<file path="src/tcs_touch_regs.svh">
/*
 * Register offsets, field positions, reset values and timing figures for
 * the touch calibration, alert and sounder block.
 * Assumes a single 250 MHz clock and byte-wide registers.
 */
`ifndef TCS_TOUCH_REGS_SVH
`define TCS_TOUCH_REGS_SVH

`define TCS_OFF_EVENT_BUF 8'h00
`define TCS_OFF_FAULT 8'h01
`define TCS_OFF_TOUCH_CFG 8'h03
`define TCS_OFF_THR_FIRST 8'h04
`define TCS_OFF_THR_LAST 8'h0b
`define TCS_OFF_ALERT_CFG 8'h0f
`define TCS_OFF_CLICK_CFG 8'h10
`define TCS_OFF_HELD_KEY 8'h12
`define TCS_OFF_DESCRIPTOR 8'h14

`define TCS_BIT_AUTOCAL_ENABLE 0
`define TCS_BIT_ALERT_ENABLE 0
`define TCS_FLD_ALERT_RATE 7:4
`define TCS_BIT_CLICK_LENGTH_SEL 2
`define TCS_BIT_TONE_SELECT 1
`define TCS_BIT_SOUNDER_ON 0

`define TCS_RST_TOUCH_CFG 8'h00
`define TCS_RST_ALERT_CFG 8'h00
`define TCS_RST_CLICK_CFG 8'h00
`define TCS_RST_HELD_KEY 8'h00
`define TCS_RST_THR 8'h00
`define TCS_THR_MAX 8'h3f

`define TCS_CLK_MHZ 250
`define TCS_CLICK_SHORT_MS 10
`define TCS_TONE_LOW_HZ 1000
`define TCS_HOLDOFF_MULT 4
`define TCS_RECAL_LAST 6'h3f

// Arbitrary neutral descriptor text; length excludes the zero byte
`define TCS_DESC_TEXT "VND:NONE,PN:TK8,QUAL:REL,VER:1_0"
`define TCS_DESC_LEN 6'd32

`endif

</file>
<file path="src/tcs_pkg.sv">
/*
 * Types shared by the touch calibration, alert and sounder block.
 * Assumes nothing of its surroundings.
 */
package tcs_pkg;
	typedef logic [7:0] tcs_byte_type;
	typedef logic [7:0][7:0] tcs_pad_bytes_type;
	typedef struct packed {
		logic [7:0] addr;
		logic [7:0] wdata;
		logic wr;
		logic rd;
	} tcs_acc_type;
	typedef enum {SND_IDLE, SND_CLICK} tcs_snd_state_type;
endpackage

</file>
<file path="src/tcs_touch_calib.sv">
/*
 * Back end of an eight-pad touch controller: thresholds, baseline capture,
 * auto-calibration, held-key recalibration, latching open-drain alert with
 * hold-off, key-click sounder and descriptor register.
 * Assumes the serial slave delivers one-cycle byte accesses on acc_i, the
 * capacitance front end pulses sample_valid_i once per detection cycle,
 * tick_i pulses once per master tick, and the alert pin has a pull-up.
 */
`timescale 1ns/1ps
`include "tcs_touch_regs.svh"

module tcs_touch_calib
	import tcs_pkg::*;
#(
	parameter int CLICK_CYC = `TCS_CLK_MHZ * 1000 * `TCS_CLICK_SHORT_MS,
	parameter int HALF_TONE_CYC = `TCS_CLK_MHZ * 1000000 /
		(2 * `TCS_TONE_LOW_HZ)
) (
	input wire logic mclk_i, // Clock
	input wire logic sys_rst_i, // Async reset, active high
	input wire tcs_acc_type acc_i, // Register access from serial slave
	output logic [7:0] rd_data_o, // Read data, one cycle after rd
	input wire logic sample_valid_i, // One detection cycle done
	input wire tcs_pad_bytes_type meas_i, // Per-pad capacitance
	input wire logic tick_i, // Master tick pulse
	input wire logic buffer_empty_flag_i, // Event buffer empty
	input wire logic [1:0] fault_code_i, // Fault code
	output logic alert_o, // Alert pin drive level, always low
	output logic alert_oe_n_o, // Alert pin enable, low drives
	output logic sounder_o, // Piezo drive
	output logic [7:0] touch_o // Per-pad touch status
);

	////////////////////////////////////////////////////////////////////
	// Helpers

	function automatic logic is_touch(input logic [7:0] meas,
		input logic [7:0] base, input logic [7:0] thr);
		is_touch = (meas > base) && ((meas - base) > thr);
	endfunction

	function automatic logic [7:0] desc_char(input logic [5:0] idx);
		logic [8*32-1:0] text;
		text = `TCS_DESC_TEXT;
		if (idx >= `TCS_DESC_LEN) begin
			desc_char = 8'h00;
		end else begin
			desc_char = text[8*(6'd31 - idx) +: 8];
		end
	endfunction

	function automatic logic in_thr(input logic [7:0] addr);
		in_thr = (addr >= `TCS_OFF_THR_FIRST) && (addr <= `TCS_OFF_THR_LAST);
	endfunction

	////////////////////////////////////////////////////////////////////
	// Host registers

	tcs_pad_bytes_type thr, next_thr;
	logic [7:0] touch_cfg, next_touch_cfg;
	logic [7:0] alert_cfg, next_alert_cfg;
	logic [7:0] click_cfg, next_click_cfg;
	logic [7:0] held_key_factor, next_held_key_factor;
	logic [5:0] desc_idx, next_desc_idx;
	logic [7:0] next_rd_data;
	logic [2:0] thr_sel;

	always_comb begin
		next_thr = thr;
		next_touch_cfg = touch_cfg;
		next_alert_cfg = alert_cfg;
		next_click_cfg = click_cfg;
		next_held_key_factor = held_key_factor;
		next_desc_idx = desc_idx;
		next_rd_data = rd_data_o;
		thr_sel = 3'(acc_i.addr - `TCS_OFF_THR_FIRST);
		if (acc_i.wr) begin
			if (in_thr(acc_i.addr)) begin
				if (acc_i.wdata > `TCS_THR_MAX) begin
					next_thr[thr_sel] = `TCS_THR_MAX;
				end else begin
					next_thr[thr_sel] = acc_i.wdata;
				end
			end else if (acc_i.addr == `TCS_OFF_TOUCH_CFG) begin
				next_touch_cfg = acc_i.wdata;
			end else if (acc_i.addr == `TCS_OFF_ALERT_CFG) begin
				next_alert_cfg = acc_i.wdata;
			end else if (acc_i.addr == `TCS_OFF_CLICK_CFG) begin
				next_click_cfg = {5'h00, acc_i.wdata[2:0]};
			end else if (acc_i.addr == `TCS_OFF_HELD_KEY) begin
				next_held_key_factor = acc_i.wdata;
			end
		end
		if (acc_i.rd) begin
			if (in_thr(acc_i.addr)) begin
				next_rd_data = thr[thr_sel];
			end else if (acc_i.addr == `TCS_OFF_TOUCH_CFG) begin
				next_rd_data = touch_cfg;
			end else if (acc_i.addr == `TCS_OFF_ALERT_CFG) begin
				next_rd_data = alert_cfg;
			end else if (acc_i.addr == `TCS_OFF_CLICK_CFG) begin
				next_rd_data = click_cfg;
			end else if (acc_i.addr == `TCS_OFF_HELD_KEY) begin
				next_rd_data = held_key_factor;
			end else if (acc_i.addr == `TCS_OFF_DESCRIPTOR) begin
				next_rd_data = desc_char(desc_idx);
			end else begin
				next_rd_data = 8'h00;
			end
		end
		// Burst reads walk the text; any other access rewinds it
		if (acc_i.rd && acc_i.addr == `TCS_OFF_DESCRIPTOR) begin
			if (desc_idx < `TCS_DESC_LEN) begin
				next_desc_idx = desc_idx + 6'd1;
			end
		end else if (acc_i.rd || acc_i.wr) begin
			next_desc_idx = 6'd0;
		end
	end

	always_ff @(posedge mclk_i or posedge sys_rst_i) begin
		if (sys_rst_i) begin
			thr <= {8{`TCS_RST_THR}};
			touch_cfg <= `TCS_RST_TOUCH_CFG;
			alert_cfg <= `TCS_RST_ALERT_CFG;
			click_cfg <= `TCS_RST_CLICK_CFG;
			held_key_factor <= `TCS_RST_HELD_KEY;
			desc_idx <= 6'd0;
			rd_data_o <= 8'h00;
		end else begin
			thr <= next_thr;
			touch_cfg <= next_touch_cfg;
			alert_cfg <= next_alert_cfg;
			click_cfg <= next_click_cfg;
			held_key_factor <= next_held_key_factor;
			desc_idx <= next_desc_idx;
			rd_data_o <= next_rd_data;
		end
	end

	////////////////////////////////////////////////////////////////////
	// Baseline and touch detection

	tcs_pad_bytes_type base, next_base;
	logic base_valid, next_base_valid;
	logic [5:0] samp_cnt, next_samp_cnt;
	logic [14:0] stuck_cnt [8];
	logic [14:0] next_stuck_cnt [8];
	logic [7:0] next_touch;
	logic [14:0] stuck_limit;

	always_comb begin
		next_base = base;
		next_base_valid = base_valid;
		next_samp_cnt = samp_cnt;
		next_stuck_cnt = stuck_cnt;
		next_touch = touch_o;
		// Nine bits so that code 0xff gives a factor of 256, not zero
		stuck_limit = {9'(held_key_factor) + 9'd1, 6'h00};
		if (sample_valid_i) begin
			if (!base_valid) begin
				next_base = meas_i;
				next_base_valid = 1'b1;
				next_touch = 8'h00;
			end else begin
				next_samp_cnt = samp_cnt + 6'd1;
				for (int p = 0; p < 8; p++) begin
					next_touch[p] = is_touch(meas_i[p], base[p], thr[p]);
					if (!next_touch[p]) begin
						next_stuck_cnt[p] = 15'd0;
					end else if (held_key_factor == 8'h00) begin
						next_stuck_cnt[p] = 15'd0;
					end else if (stuck_cnt[p] + 15'd1 >= stuck_limit) begin
						next_base[p] = meas_i[p];
						next_stuck_cnt[p] = 15'd0;
						next_touch[p] = 1'b0;
					end else begin
						next_stuck_cnt[p] = stuck_cnt[p] + 15'd1;
					end
				end
				if (samp_cnt == `TCS_RECAL_LAST &&
					touch_cfg[`TCS_BIT_AUTOCAL_ENABLE] &&
					next_touch == 8'h00) begin
					next_base = meas_i;
				end
			end
		end
	end

	always_ff @(posedge mclk_i or posedge sys_rst_i) begin
		if (sys_rst_i) begin
			base <= '0;
			base_valid <= 1'b0;
			samp_cnt <= 6'd0;
			touch_o <= 8'h00;
			for (int p = 0; p < 8; p++) begin
				stuck_cnt[p] <= 15'd0;
			end
		end else begin
			base <= next_base;
			base_valid <= next_base_valid;
			samp_cnt <= next_samp_cnt;
			touch_o <= next_touch;
			stuck_cnt <= next_stuck_cnt;
		end
	end

	////////////////////////////////////////////////////////////////////
	// Alert latch with hold-off

	logic prev_empty, next_prev_empty;
	logic [1:0] prev_fault, next_prev_fault;
	logic pend_buf, next_pend_buf, pend_fault, next_pend_fault;
	logic src_buf, next_src_buf, src_fault, next_src_fault;
	logic [5:0] hold_cnt, next_hold_cnt;
	logic alert_en, buf_evt, fault_evt, hold_done;

	always_comb begin
		alert_en = alert_cfg[`TCS_BIT_ALERT_ENABLE];
		buf_evt = alert_en && prev_empty && !buffer_empty_flag_i;
		fault_evt = alert_en && prev_fault == 2'b00 &&
			fault_code_i != 2'b00;
		hold_done = hold_cnt >= 6'(alert_cfg[`TCS_FLD_ALERT_RATE] *
			`TCS_HOLDOFF_MULT);
		next_prev_empty = buffer_empty_flag_i;
		next_prev_fault = fault_code_i;
		next_pend_buf = (pend_buf || buf_evt) && alert_en;
		next_pend_fault = (pend_fault || fault_evt) && alert_en;
		next_src_buf = src_buf;
		next_src_fault = src_fault;
		next_hold_cnt = hold_cnt;
		if (tick_i && hold_cnt != 6'h3f) begin
			next_hold_cnt = hold_cnt + 6'd1;
		end
		if ((acc_i.rd || acc_i.wr) && acc_i.addr == `TCS_OFF_EVENT_BUF) begin
			next_src_buf = 1'b0;
		end
		if (acc_i.wr && acc_i.addr == `TCS_OFF_FAULT) begin
			next_src_fault = 1'b0;
		end
		// Latch comes after the clears so a coinciding event wins
		if ((next_pend_buf || next_pend_fault) && hold_done) begin
			next_src_buf = next_src_buf || next_pend_buf;
			next_src_fault = next_src_fault || next_pend_fault;
			next_pend_buf = 1'b0;
			next_pend_fault = 1'b0;
			next_hold_cnt = 6'd0;
		end
	end

	always_ff @(posedge mclk_i or posedge sys_rst_i) begin
		if (sys_rst_i) begin
			prev_empty <= 1'b1;
			prev_fault <= 2'b00;
			pend_buf <= 1'b0;
			pend_fault <= 1'b0;
			src_buf <= 1'b0;
			src_fault <= 1'b0;
			hold_cnt <= 6'h3f;
			alert_o <= 1'b0;
			alert_oe_n_o <= 1'b1;
		end else begin
			prev_empty <= next_prev_empty;
			prev_fault <= next_prev_fault;
			pend_buf <= next_pend_buf;
			pend_fault <= next_pend_fault;
			src_buf <= next_src_buf;
			src_fault <= next_src_fault;
			hold_cnt <= next_hold_cnt;
			alert_o <= 1'b0;
			alert_oe_n_o <= !(next_src_buf || next_src_fault);
		end
	end

	////////////////////////////////////////////////////////////////////
	// Key-click sounder

	tcs_snd_state_type snd_state, next_snd_state;
	logic [23:0] len_cnt, next_len_cnt;
	logic [16:0] tone_cnt, next_tone_cnt, tone_reload;
	logic next_sounder;

	always_comb begin
		next_snd_state = snd_state;
		next_len_cnt = len_cnt;
		next_tone_cnt = tone_cnt;
		next_sounder = sounder_o;
		if (click_cfg[`TCS_BIT_TONE_SELECT]) begin
			tone_reload = 17'(HALF_TONE_CYC / 2 - 1);
		end else begin
			tone_reload = 17'(HALF_TONE_CYC - 1);
		end
		case (snd_state)
			SND_IDLE: begin
				next_sounder = 1'b0;
				if (click_cfg[`TCS_BIT_SOUNDER_ON] &&
					(next_touch & ~touch_o) != 8'h00) begin
					next_snd_state = SND_CLICK;
					next_tone_cnt = tone_reload;
					next_sounder = 1'b1;
					if (click_cfg[`TCS_BIT_CLICK_LENGTH_SEL]) begin
						next_len_cnt = 24'(2 * CLICK_CYC - 1);
					end else begin
						next_len_cnt = 24'(CLICK_CYC - 1);
					end
				end
			end
			SND_CLICK: begin
				if (!click_cfg[`TCS_BIT_SOUNDER_ON] || len_cnt == 24'd0) begin
					next_snd_state = SND_IDLE;
					next_sounder = 1'b0;
				end else begin
					next_len_cnt = len_cnt - 24'd1;
					if (tone_cnt == 17'd0) begin
						next_tone_cnt = tone_reload;
						next_sounder = !sounder_o;
					end else begin
						next_tone_cnt = tone_cnt - 17'd1;
					end
				end
			end
			default: begin
				next_snd_state = SND_IDLE;
				next_sounder = 1'b0;
			end
		endcase
	end

	always_ff @(posedge mclk_i or posedge sys_rst_i) begin
		if (sys_rst_i) begin
			snd_state <= SND_IDLE;
			len_cnt <= 24'd0;
			tone_cnt <= 17'd0;
			sounder_o <= 1'b0;
		end else begin
			snd_state <= next_snd_state;
			len_cnt <= next_len_cnt;
			tone_cnt <= next_tone_cnt;
			sounder_o <= next_sounder;
		end
	end

endmodule

</file>
<file path="config.mk">
export PLATFORM = sky130hd
export DESIGN_NAME = tcs_touch_calib
export DESIGN_NICKNAME = d
export VERILOG_FILES = /design/src/tcs_pkg.sv /design/src/tcs_touch_calib.sv
export VERILOG_INCLUDE_DIRS = /design/src
export SDC_FILE = /design/constraint.sdc
export NUM_CORES = 1
export LEC_CHECK = 0
export BUFFER_PORTS_ARGS = -buffer_cell sky130_fd_sc_hd__buf_2
export CAP_MARGIN = 20
export CORE_ASPECT_RATIO = 2
export CORE_UTILIZATION = 40
export DETAILED_ROUTE_END_ITERATION = 8
export PLACE_DENSITY = 0.55
export SLEW_MARGIN = 20
export SYNTH_ARGS = -nofsm -noshare
export SYNTH_HDL_FRONTEND = slang
export SYNTH_SLANG_ARGS = --single-unit
</file>
<file path="constraint.sdc">
create_clock -name mclk_i -period 9.1 [get_ports mclk_i]
set_clock_uncertainty 0.1 [all_clocks]
set_input_delay 0 -clock mclk_i [delete_from_list [all_inputs] [get_ports mclk_i]]
set_output_delay 0 -clock mclk_i [all_outputs]
set_load 0.05 [all_outputs]
</file>
==> results of run 1 <==
-- cell usage in the layout (no fill, tap or decap), drive strengths merged, types with 28 or more instances in the layout --
master / instances
a21o: 31
a21oi: 120
a31oi: 31
and3: 39
buf: 132
clkbuf: 56
dfrtp: 353
dlygate4sd3: 88
ha: 220
inv: 201
mux2: 85
nand2: 237
nand2b: 53
nand3: 107
nand4: 55
nor2: 160
nor2b: 47
nor3: 48
o21ai: 225
o31ai: 28
xnor2: 80
xor2: 78
-- metrics by stage --
step	util (%)	setup WS, ns	area [um2]	std cells
after global placement	42.6	3.13	25500	3426
after CTS	46.2	3.01	27600	3585
after floorplan	-	4.17	24100	2613
final	46.3	3.04	27600	3588
after detailed placement	42.6	3.00	25500	3426
after global routing	46.3	2.72	27600	3587
-- worst paths after layout --
| check | from | end | slack [ns] | depth (start not counted) |
|---|---|---|---|---|
| worst max-delay path | stuck_cnt[2] | tone_cnt[2] | 3.04 | 17 |
| worst min-delay path | acc_i[14] | held_key_factor[0] | 0.07 | 5 |
| worst max register to register | stuck_cnt[2] | tone_cnt[2] | 3.04 | 17 |
| worst min register to register | samp_cnt[5] | samp_cnt[5] | 0.38 | 1 |
| max in group asynchronous | sys_rst_i | rd_data_o[3] | 6.62 | 5 |
| min in group asynchronous | sys_rst_i | stuck_cnt[79] | 0.10 | 3 |
-- sequential cells by signal, indices dropped and copies added, names as in the netlist, 6 cells and up --
name	flops
base	64
rd_data_o	8
desc_idx	6
len_cnt	24
thr	64
held_key_factor	8
touch_o	8
hold_cnt	6
samp_cnt	6
stuck_cnt	120
touch_cfg	8
alert_cfg	8
tone_cnt	17
-- metal layers --
layer | vias up | wire length (um) | share of wire [%]
met5 | - | 0 | 0
met4 | 0 | 4250 | 5.9
met3 | 170 | 2460 | 3.4
met2 | 454 | 38700 | 54
met1 | 9951 | 26100 | 36
li1 | 9723 | - | -
-- kinds of logic (layout without fill, tap and decap cells) --
family	Yosys count	after routing	share of synthesized area (%)
compound gates	632	632	17.4
other cells	1	3	0.0155
fa+ha+maj	228	228	12.1
simple gates	834	834	17.3
xor+xnor	158	158	5.74
flops	361	361	37.5
mux	108	108	5.23
buf+inv	291	490	4.72
-- power breakdown --
| part | switching, mW | leakage (nW) | total (mW) | internal [mW] |
|---|---|---|---|---|
| combinational | 1.92 | 7.32 | 3.27 | 1.35 |
| clock | 0.714 | 0.630 | 1.65 | 0.939 |
| sequential | 0.256 | 4.68 | 2.18 | 1.93 |
| total | 2.89 | 12.6 | 7.11 | 4.22 |
-- timing repair --
item                                   in CTS  in global routing
resized for setup                           0                  0
endpoints found under the hold margin     209                  0
setup endpoints to repair                   0                  0
hold buffers                               88                  0
-- final cells by class --
class,count,area (um2)
Timing Repair Buffer,220,1620
Fill cell,5882,32100
Antenna cell,2,5.00
Tap cell,774,968
Sequential cell,361,9040
Clock buffer,56,1110
Multi-Input combinational cell,1961,14000
Clock inverter,15,164
Inverter,199,753
-- worst reg2reg max path: cells and delay by family, from the launching register on --
family | cells | cell delay, ns
AO/OA/AOI/OAI | 4 | 1.76
AND/OR/NAND/NOR | 10 | 3.04
buffers and inverters | 1 | 0.16
flip-flops | 1 | 0.43
XOR/XNOR | 1 | 0.15
adder cells (fa/ha/maj) | 1 | 0.32
==> impl_metrics.tcl, run 1 <==
set metrics [dict create \
    max_stage_delay_ns 0.62 \
    cts_tree "yes" \
    syn_inst 2613 \
    yosys_warnings 0 \
    vias 20300 \
    rsz0062_at_grt "false" \
    total_power_mw 7.11 \
    grtUsageMet1_pct 24.6 \
    crit_required_ns 9.46 \
    maxCapViolations 0 \
    die_x_um 176 \
    grt_pass1_wl_um 113000 \
    grt_max_degree 165 \
    fin_hold_ws_ns 0.0714 \
    synth_ff_type "dfrtp_1" \
    routedWlPerCell_um 19.9 \
    clock_sinks 361 \
    antenna_found_initial 2 \
    synth.top_cell.area_share_pct 36.6 \
    slew_headroom_pct 27.6 \
    setup_viol 0 \
    async_flop_share_pct 100 \
    synth_edf_count 0 \
    htree_levels 2 \
    slew_violations 0 \
    clkLatencyLatePin_ns 0.57 \
    placement.io_buffers 106 \
    syn2layout_area_growth_pct 14.6 \
    drtPass1Iterations 5 \
    synth_top_area_cell "dfrtp_1" \
    synth_seq_cells 361 \
    clk_pin_slew_ns 0.07 \
    drt_iter0_markers 1172 \
    fin_crit_ns 6.06 \
    grt_busiest_layer "met2" \
    max_freq_mhz 165 \
    ir_drop_v 0.000170 \
    synth_most_common_cell "dfrtp_1" \
    arrival_ns 6.42 \
    drc 0 \
    vias_per_cell 5.66 \
    fin_tns_setup_ns 0 \
    overflow 0 \
    cp_max_fo 27 \
    endpoint_kind "flop" \
    row_count 127 \
    slowest_stage "o311ai_2" \
    cts_setup_buffers 0 \
    avgSynthCellArea_um2 9.23 \
    tightest_slew_ns 1.08 \
    dieArea_mm2 0.0614 \
    die_h_um 349 \
    first_global_vias 21000 \
    synth_area_leaders "dfrtp_1 37%, ha_1 11%, o21ai_0 4.6%, mux2_2 4.0%, nand2_1 3.7%" \
    grt_use_met3_pct 2.26 \
    ys_types 88 \
    routed_wl_um 71600 \
    outcome "completed" \
    place_congestion 0.895 \
    path_buf_inv 1 \
    final_hold_viol_count 0 \
    drive_above_1_share_pct 12.3 \
    synthTopCellsByCount "353 x dfrtp_1, 236 x nand2_1, 221 x o21ai_0" \
    ys_seq_area_share_pct 37.5 \
    grtUsageMet2_pct 45.4 \
    cts_buffers 39 \
    clockBufferDepth 3 \
    period_share_pct 66.6 \
    p_leak_nw 12.6 \
    start_util_pct 40.4 \
    hpwl_um 54300 \
    hold_path.class "input pin to flop" \
    core_mm2 0.0597 \
    fin_nets 3099 \
    clk_root_buffer_cell "clkbuf_16" \
    track_usage_pct 23.7 \
    startpoint_type "flop" \
    syn_nets 2930 \
    synth.cell_area_mm2 0.0241 \
    crit_chain "and3_1, and3_1, nand3_1, nor2_1, nand3_1, or2_2, xnor2_1, ha_1, nand4_1, or4_1, o311ai_2, a2111oi_0, nor4_4, a41oi_4, nand2_4, inv_4, a211o_1" \
    path_class "flop to flop" \
    num_io_pins 108 \
    p_per_area_mw_per_mm2 257 \
    ant_nets 0 \
    crit_family "simple AND/OR/NAND/NOR gates" \
]
(Power assumes the default switching activity.)
==> run 2: changes to the inputs <==
--- a/config.mk
+++ b/config.mk
@@ -6,6 +6,7 @@
 export SDC_FILE = /design/constraint.sdc
 export NUM_CORES = 1
 export LEC_CHECK = 0
+export ABC_AREA = 1
 export BUFFER_PORTS_ARGS = -buffer_cell sky130_fd_sc_hd__buf_2
 export CAP_MARGIN = 20
 export CORE_ASPECT_RATIO = 2
==> constraint.sdc (replaced) <==
create_clock -name mclk_i -period 5.1 [get_ports mclk_i]
set_clock_uncertainty 0.1 [all_clocks]
set_input_delay 0 -clock mclk_i [delete_from_list [all_inputs] [get_ports mclk_i]]
set_output_delay 0 -clock mclk_i [all_outputs]
set_load 0.05 [all_outputs]
==> run 2 against run 1 <==
Against the previous run: synthesized cell count increased by 26%; die area rose by 2.2%; clock power rose by 82%; flip-flop and latch count did not move; global-route usage hardly changed; critical endpoint is now base[10]; largest cell class unchanged; largest power group is now sequential cells; highest routed layer is now met5.
==> impl_metrics.tcl, run 2 <==
set metrics [dict create \
    core_mm2 0.0609 \
    vias 22600 \
    ff2ff_setup_slack_ns 0.39 \
    arrival_ns 5.12 \
    synth_ff_type "dfrtp_1" \
    hold_path.class "input pin to flop" \
    min_from "acc_i[11]" \
    die_x_um 178 \
    crit_top_cell "nand2_1" \
    slowest_stage "dlygate4sd3_1" \
    synth_area_leaders "dfrtp_1 36%, nand2_1 12%, ha_1 11%, inv_1 8.2%, o21ai_0 4.2%" \
    setup_viol 0 \
    fin_crit_ns 4.71 \
    first_global_vias 22600 \
    overflow 0 \
    async_flop_share_pct 100 \
    grt_pass1_wl_um 117000 \
    synth_seq_cells 361 \
    placement.io_buffers 106 \
    synth_edf_count 0 \
    track_usage_pct 23.7 \
    yosys_warnings 0 \
    slew_headroom_pct 21.7 \
    synth_most_common_cell "nand2_1" \
    tightest_slew_ns 1.17 \
    crit_required_ns 5.50 \
    p_leak_nw 14.5 \
    r2r-start "stuck_cnt[90]" \
    hold_path_end "desc_idx[4]" \
    dp_cells 4131 \
    drc 0 \
    ir_drop_v 0.000295 \
    htree_levels 2 \
    fin_hold_ws_ns 0.0368 \
    clk_root_buffer_cell "clkbuf_16" \
    final_hold_viol_count 0 \
    layout.cells.non_filler 4312 \
    routedWlPerCell_um 17.1 \
    reg_top3 "stuck_cnt (120), base (64), thr (64)" \
    routed_wl_um 73900 \
    antenna_found_initial 2 \
    r2r_end "base[10]" \
    rsz0062_at_grt "false" \
    max_freq_mhz 212 \
    outcome "completed" \
    regMostFlops "stuck_cnt" \
    row_count 128 \
    ys_types 59 \
    synth.top_cell.area_share_pct 35.8 \
    r2r_cells 26 \
    cts_buffers 39 \
    slew_violations 0 \
    start_util_pct 40.5 \
    grt_max_degree 156 \
    path_buf_inv 3 \
    fin_nets 3817 \
    drive_above_1_share_pct 7.34 \
    startpoint_type "flop" \
    ant_nets 0 \
    clock_sinks 361 \
    max_stage_delay_ns 0.58 \
    drt_iter0_markers 1239 \
    synthTopCellsByCount "817 x nand2_1, 540 x inv_1, 353 x dfrtp_1" \
    clockBufferDepth 3 \
    holdPathStages 7 \
    crit_family "simple AND/OR/NAND/NOR gates" \
    final_common_cell "nand2_1" \
    vias_per_cell 5.24 \
    p_per_area_mw_per_mm2 344 \
    drtPass1Iterations 5 \
    largest_register_ffs 120 \
    path_class "flop to flop" \
    endpoint_kind "flop" \
    dieArea_mm2 0.0627 \
    mostFrequentLayoutCells "816 x nand2_1, 538 x inv_1, 353 x dfrtp_1" \
    die_h_um 353 \
    cp_max_fo 10 \
    fin_tns_setup_ns 0 \
    synth.cell_area_mm2 0.0247 \
    period_share_pct 92.4 \
    ys_seq_area_share_pct 36.7 \
    clkLatencyLatePin_ns 0.57 \
    syn2layout_area_growth_pct 15.8 \
    synth_top_area_cell "dfrtp_1" \
    hpwl_um 55600 \
    num_io_pins 108 \
    syn_nets 3602 \
    clk_pin_slew_ns 0.07 \
    place_congestion 0.940 \
    avgSynthCellArea_um2 7.51 \
    maxCapViolations 0 \
    cts_tree "yes" \
    syn_inst 3285 \
]
==> run 2: cell count changes after synthesis, moves of 53 or more <==
cell	delta
nand2b_1	-53
nand3_1	+67
nand4_1	+59
mux2_2	-85
nand2_1	+581
inv_1	+342
o22ai_1	+81
nor2_1	+57
==> run 2: kinds of logic (layout without fill, tap and decap cells) <==
logic type / Yosys count / in the layout / synth area share, %
DFF: 361 / 361 / 36.7
buffers and inverters: 616 / 859 / 9.63
muxes: 1 / 1 / 0.0406
adders and majority gates: 228 / 228 / 11.8
and+or+nand+nor: 1403 / 1405 / 24.4
AOI/OAI and AO/OA: 535 / 535 / 12.4
xor gates and xnor gates: 140 / 140 / 5.03
other: 1 / 3 / 0.0152
==> run 2: repair_timing <==
item,in CTS,in global routing
resized for setup,0,9
buffers inserted,0,9
hold endpoints to repair,192,0
hold buffers,97,0
setup endpoints to repair,0,64
==> run 2: worst max-delay path by stage <==
stage | from | cells after the start | end
after floorplan | sys_rst_i | 1 | alert_cfg[0]
after global placement | stuck_cnt[0] | 28 | base[17]
after detailed placement | stuck_cnt[0] | 28 | base[20]
after CTS | stuck_cnt[0] | 28 | base[9]
after global routing | stuck_cnt[75] | 26 | base[25]
final | stuck_cnt[90] | 26 | base[10]
==> run 2: where the power goes <==
part / internal [mW] / leakage, nW / switching, mW
Clock: 1.76 / 0.644 / 1.24
Sequential: 3.24 / 4.84 / 0.363
Combinational: 1.15 / 9.00 / 2.06
Total: 6.15 / 14.5 / 3.66
==> run 2: layout make-up <==
class / count / area, um2
fillers: 6056 / 32300
clock buffers: 63 / 1200
multi-input cells: 2310 / 13300
repair buffers: 242 / 1840
inverters: 546 / 2050
clock inverters: 8 / 118
diodes: 2 / 5.00
flip-flops and latches: 361 / 9040
well taps: 780 / 976
==> run 2: layer usage <==
metal / vias up / share of wire (%) / GRT usage [%]
li1: 11200 / - / -
met1: 10800 / 37 / 24.6
met2: 444 / 54 / 45.4
met3: 166 / 3.0 / 2.61
met4: 2 / 5.3 / 12.4
met5: - / 0.018 / 0
==> run 2: metrics by stage <==
step / utilization (%) / power, mW / setup slack, ns / instance area (um2)
global placement: 42.9 / 6.68 / 0.328 / 26100
global route: 46.9 / 10.5 / 0.00529 / 28500
CTS: 46.7 / 9.90 / 0.0365 / 28400
detailed placement: 42.9 / 6.80 / 0.235 / 26100
finish: 46.9 / 9.81 / 0.385 / 28500
floorplan: - / 5.89 / 0.166 / 24700
==> run 2: worst min-delay path, stage by stage <==
cell     delay [ns]
buf_2          0.14
inv_1          0.09
nand2_1        0.06
nor4_1         0.07
nand2_1        0.08
nand2_1        0.08
o211a_1        0.13
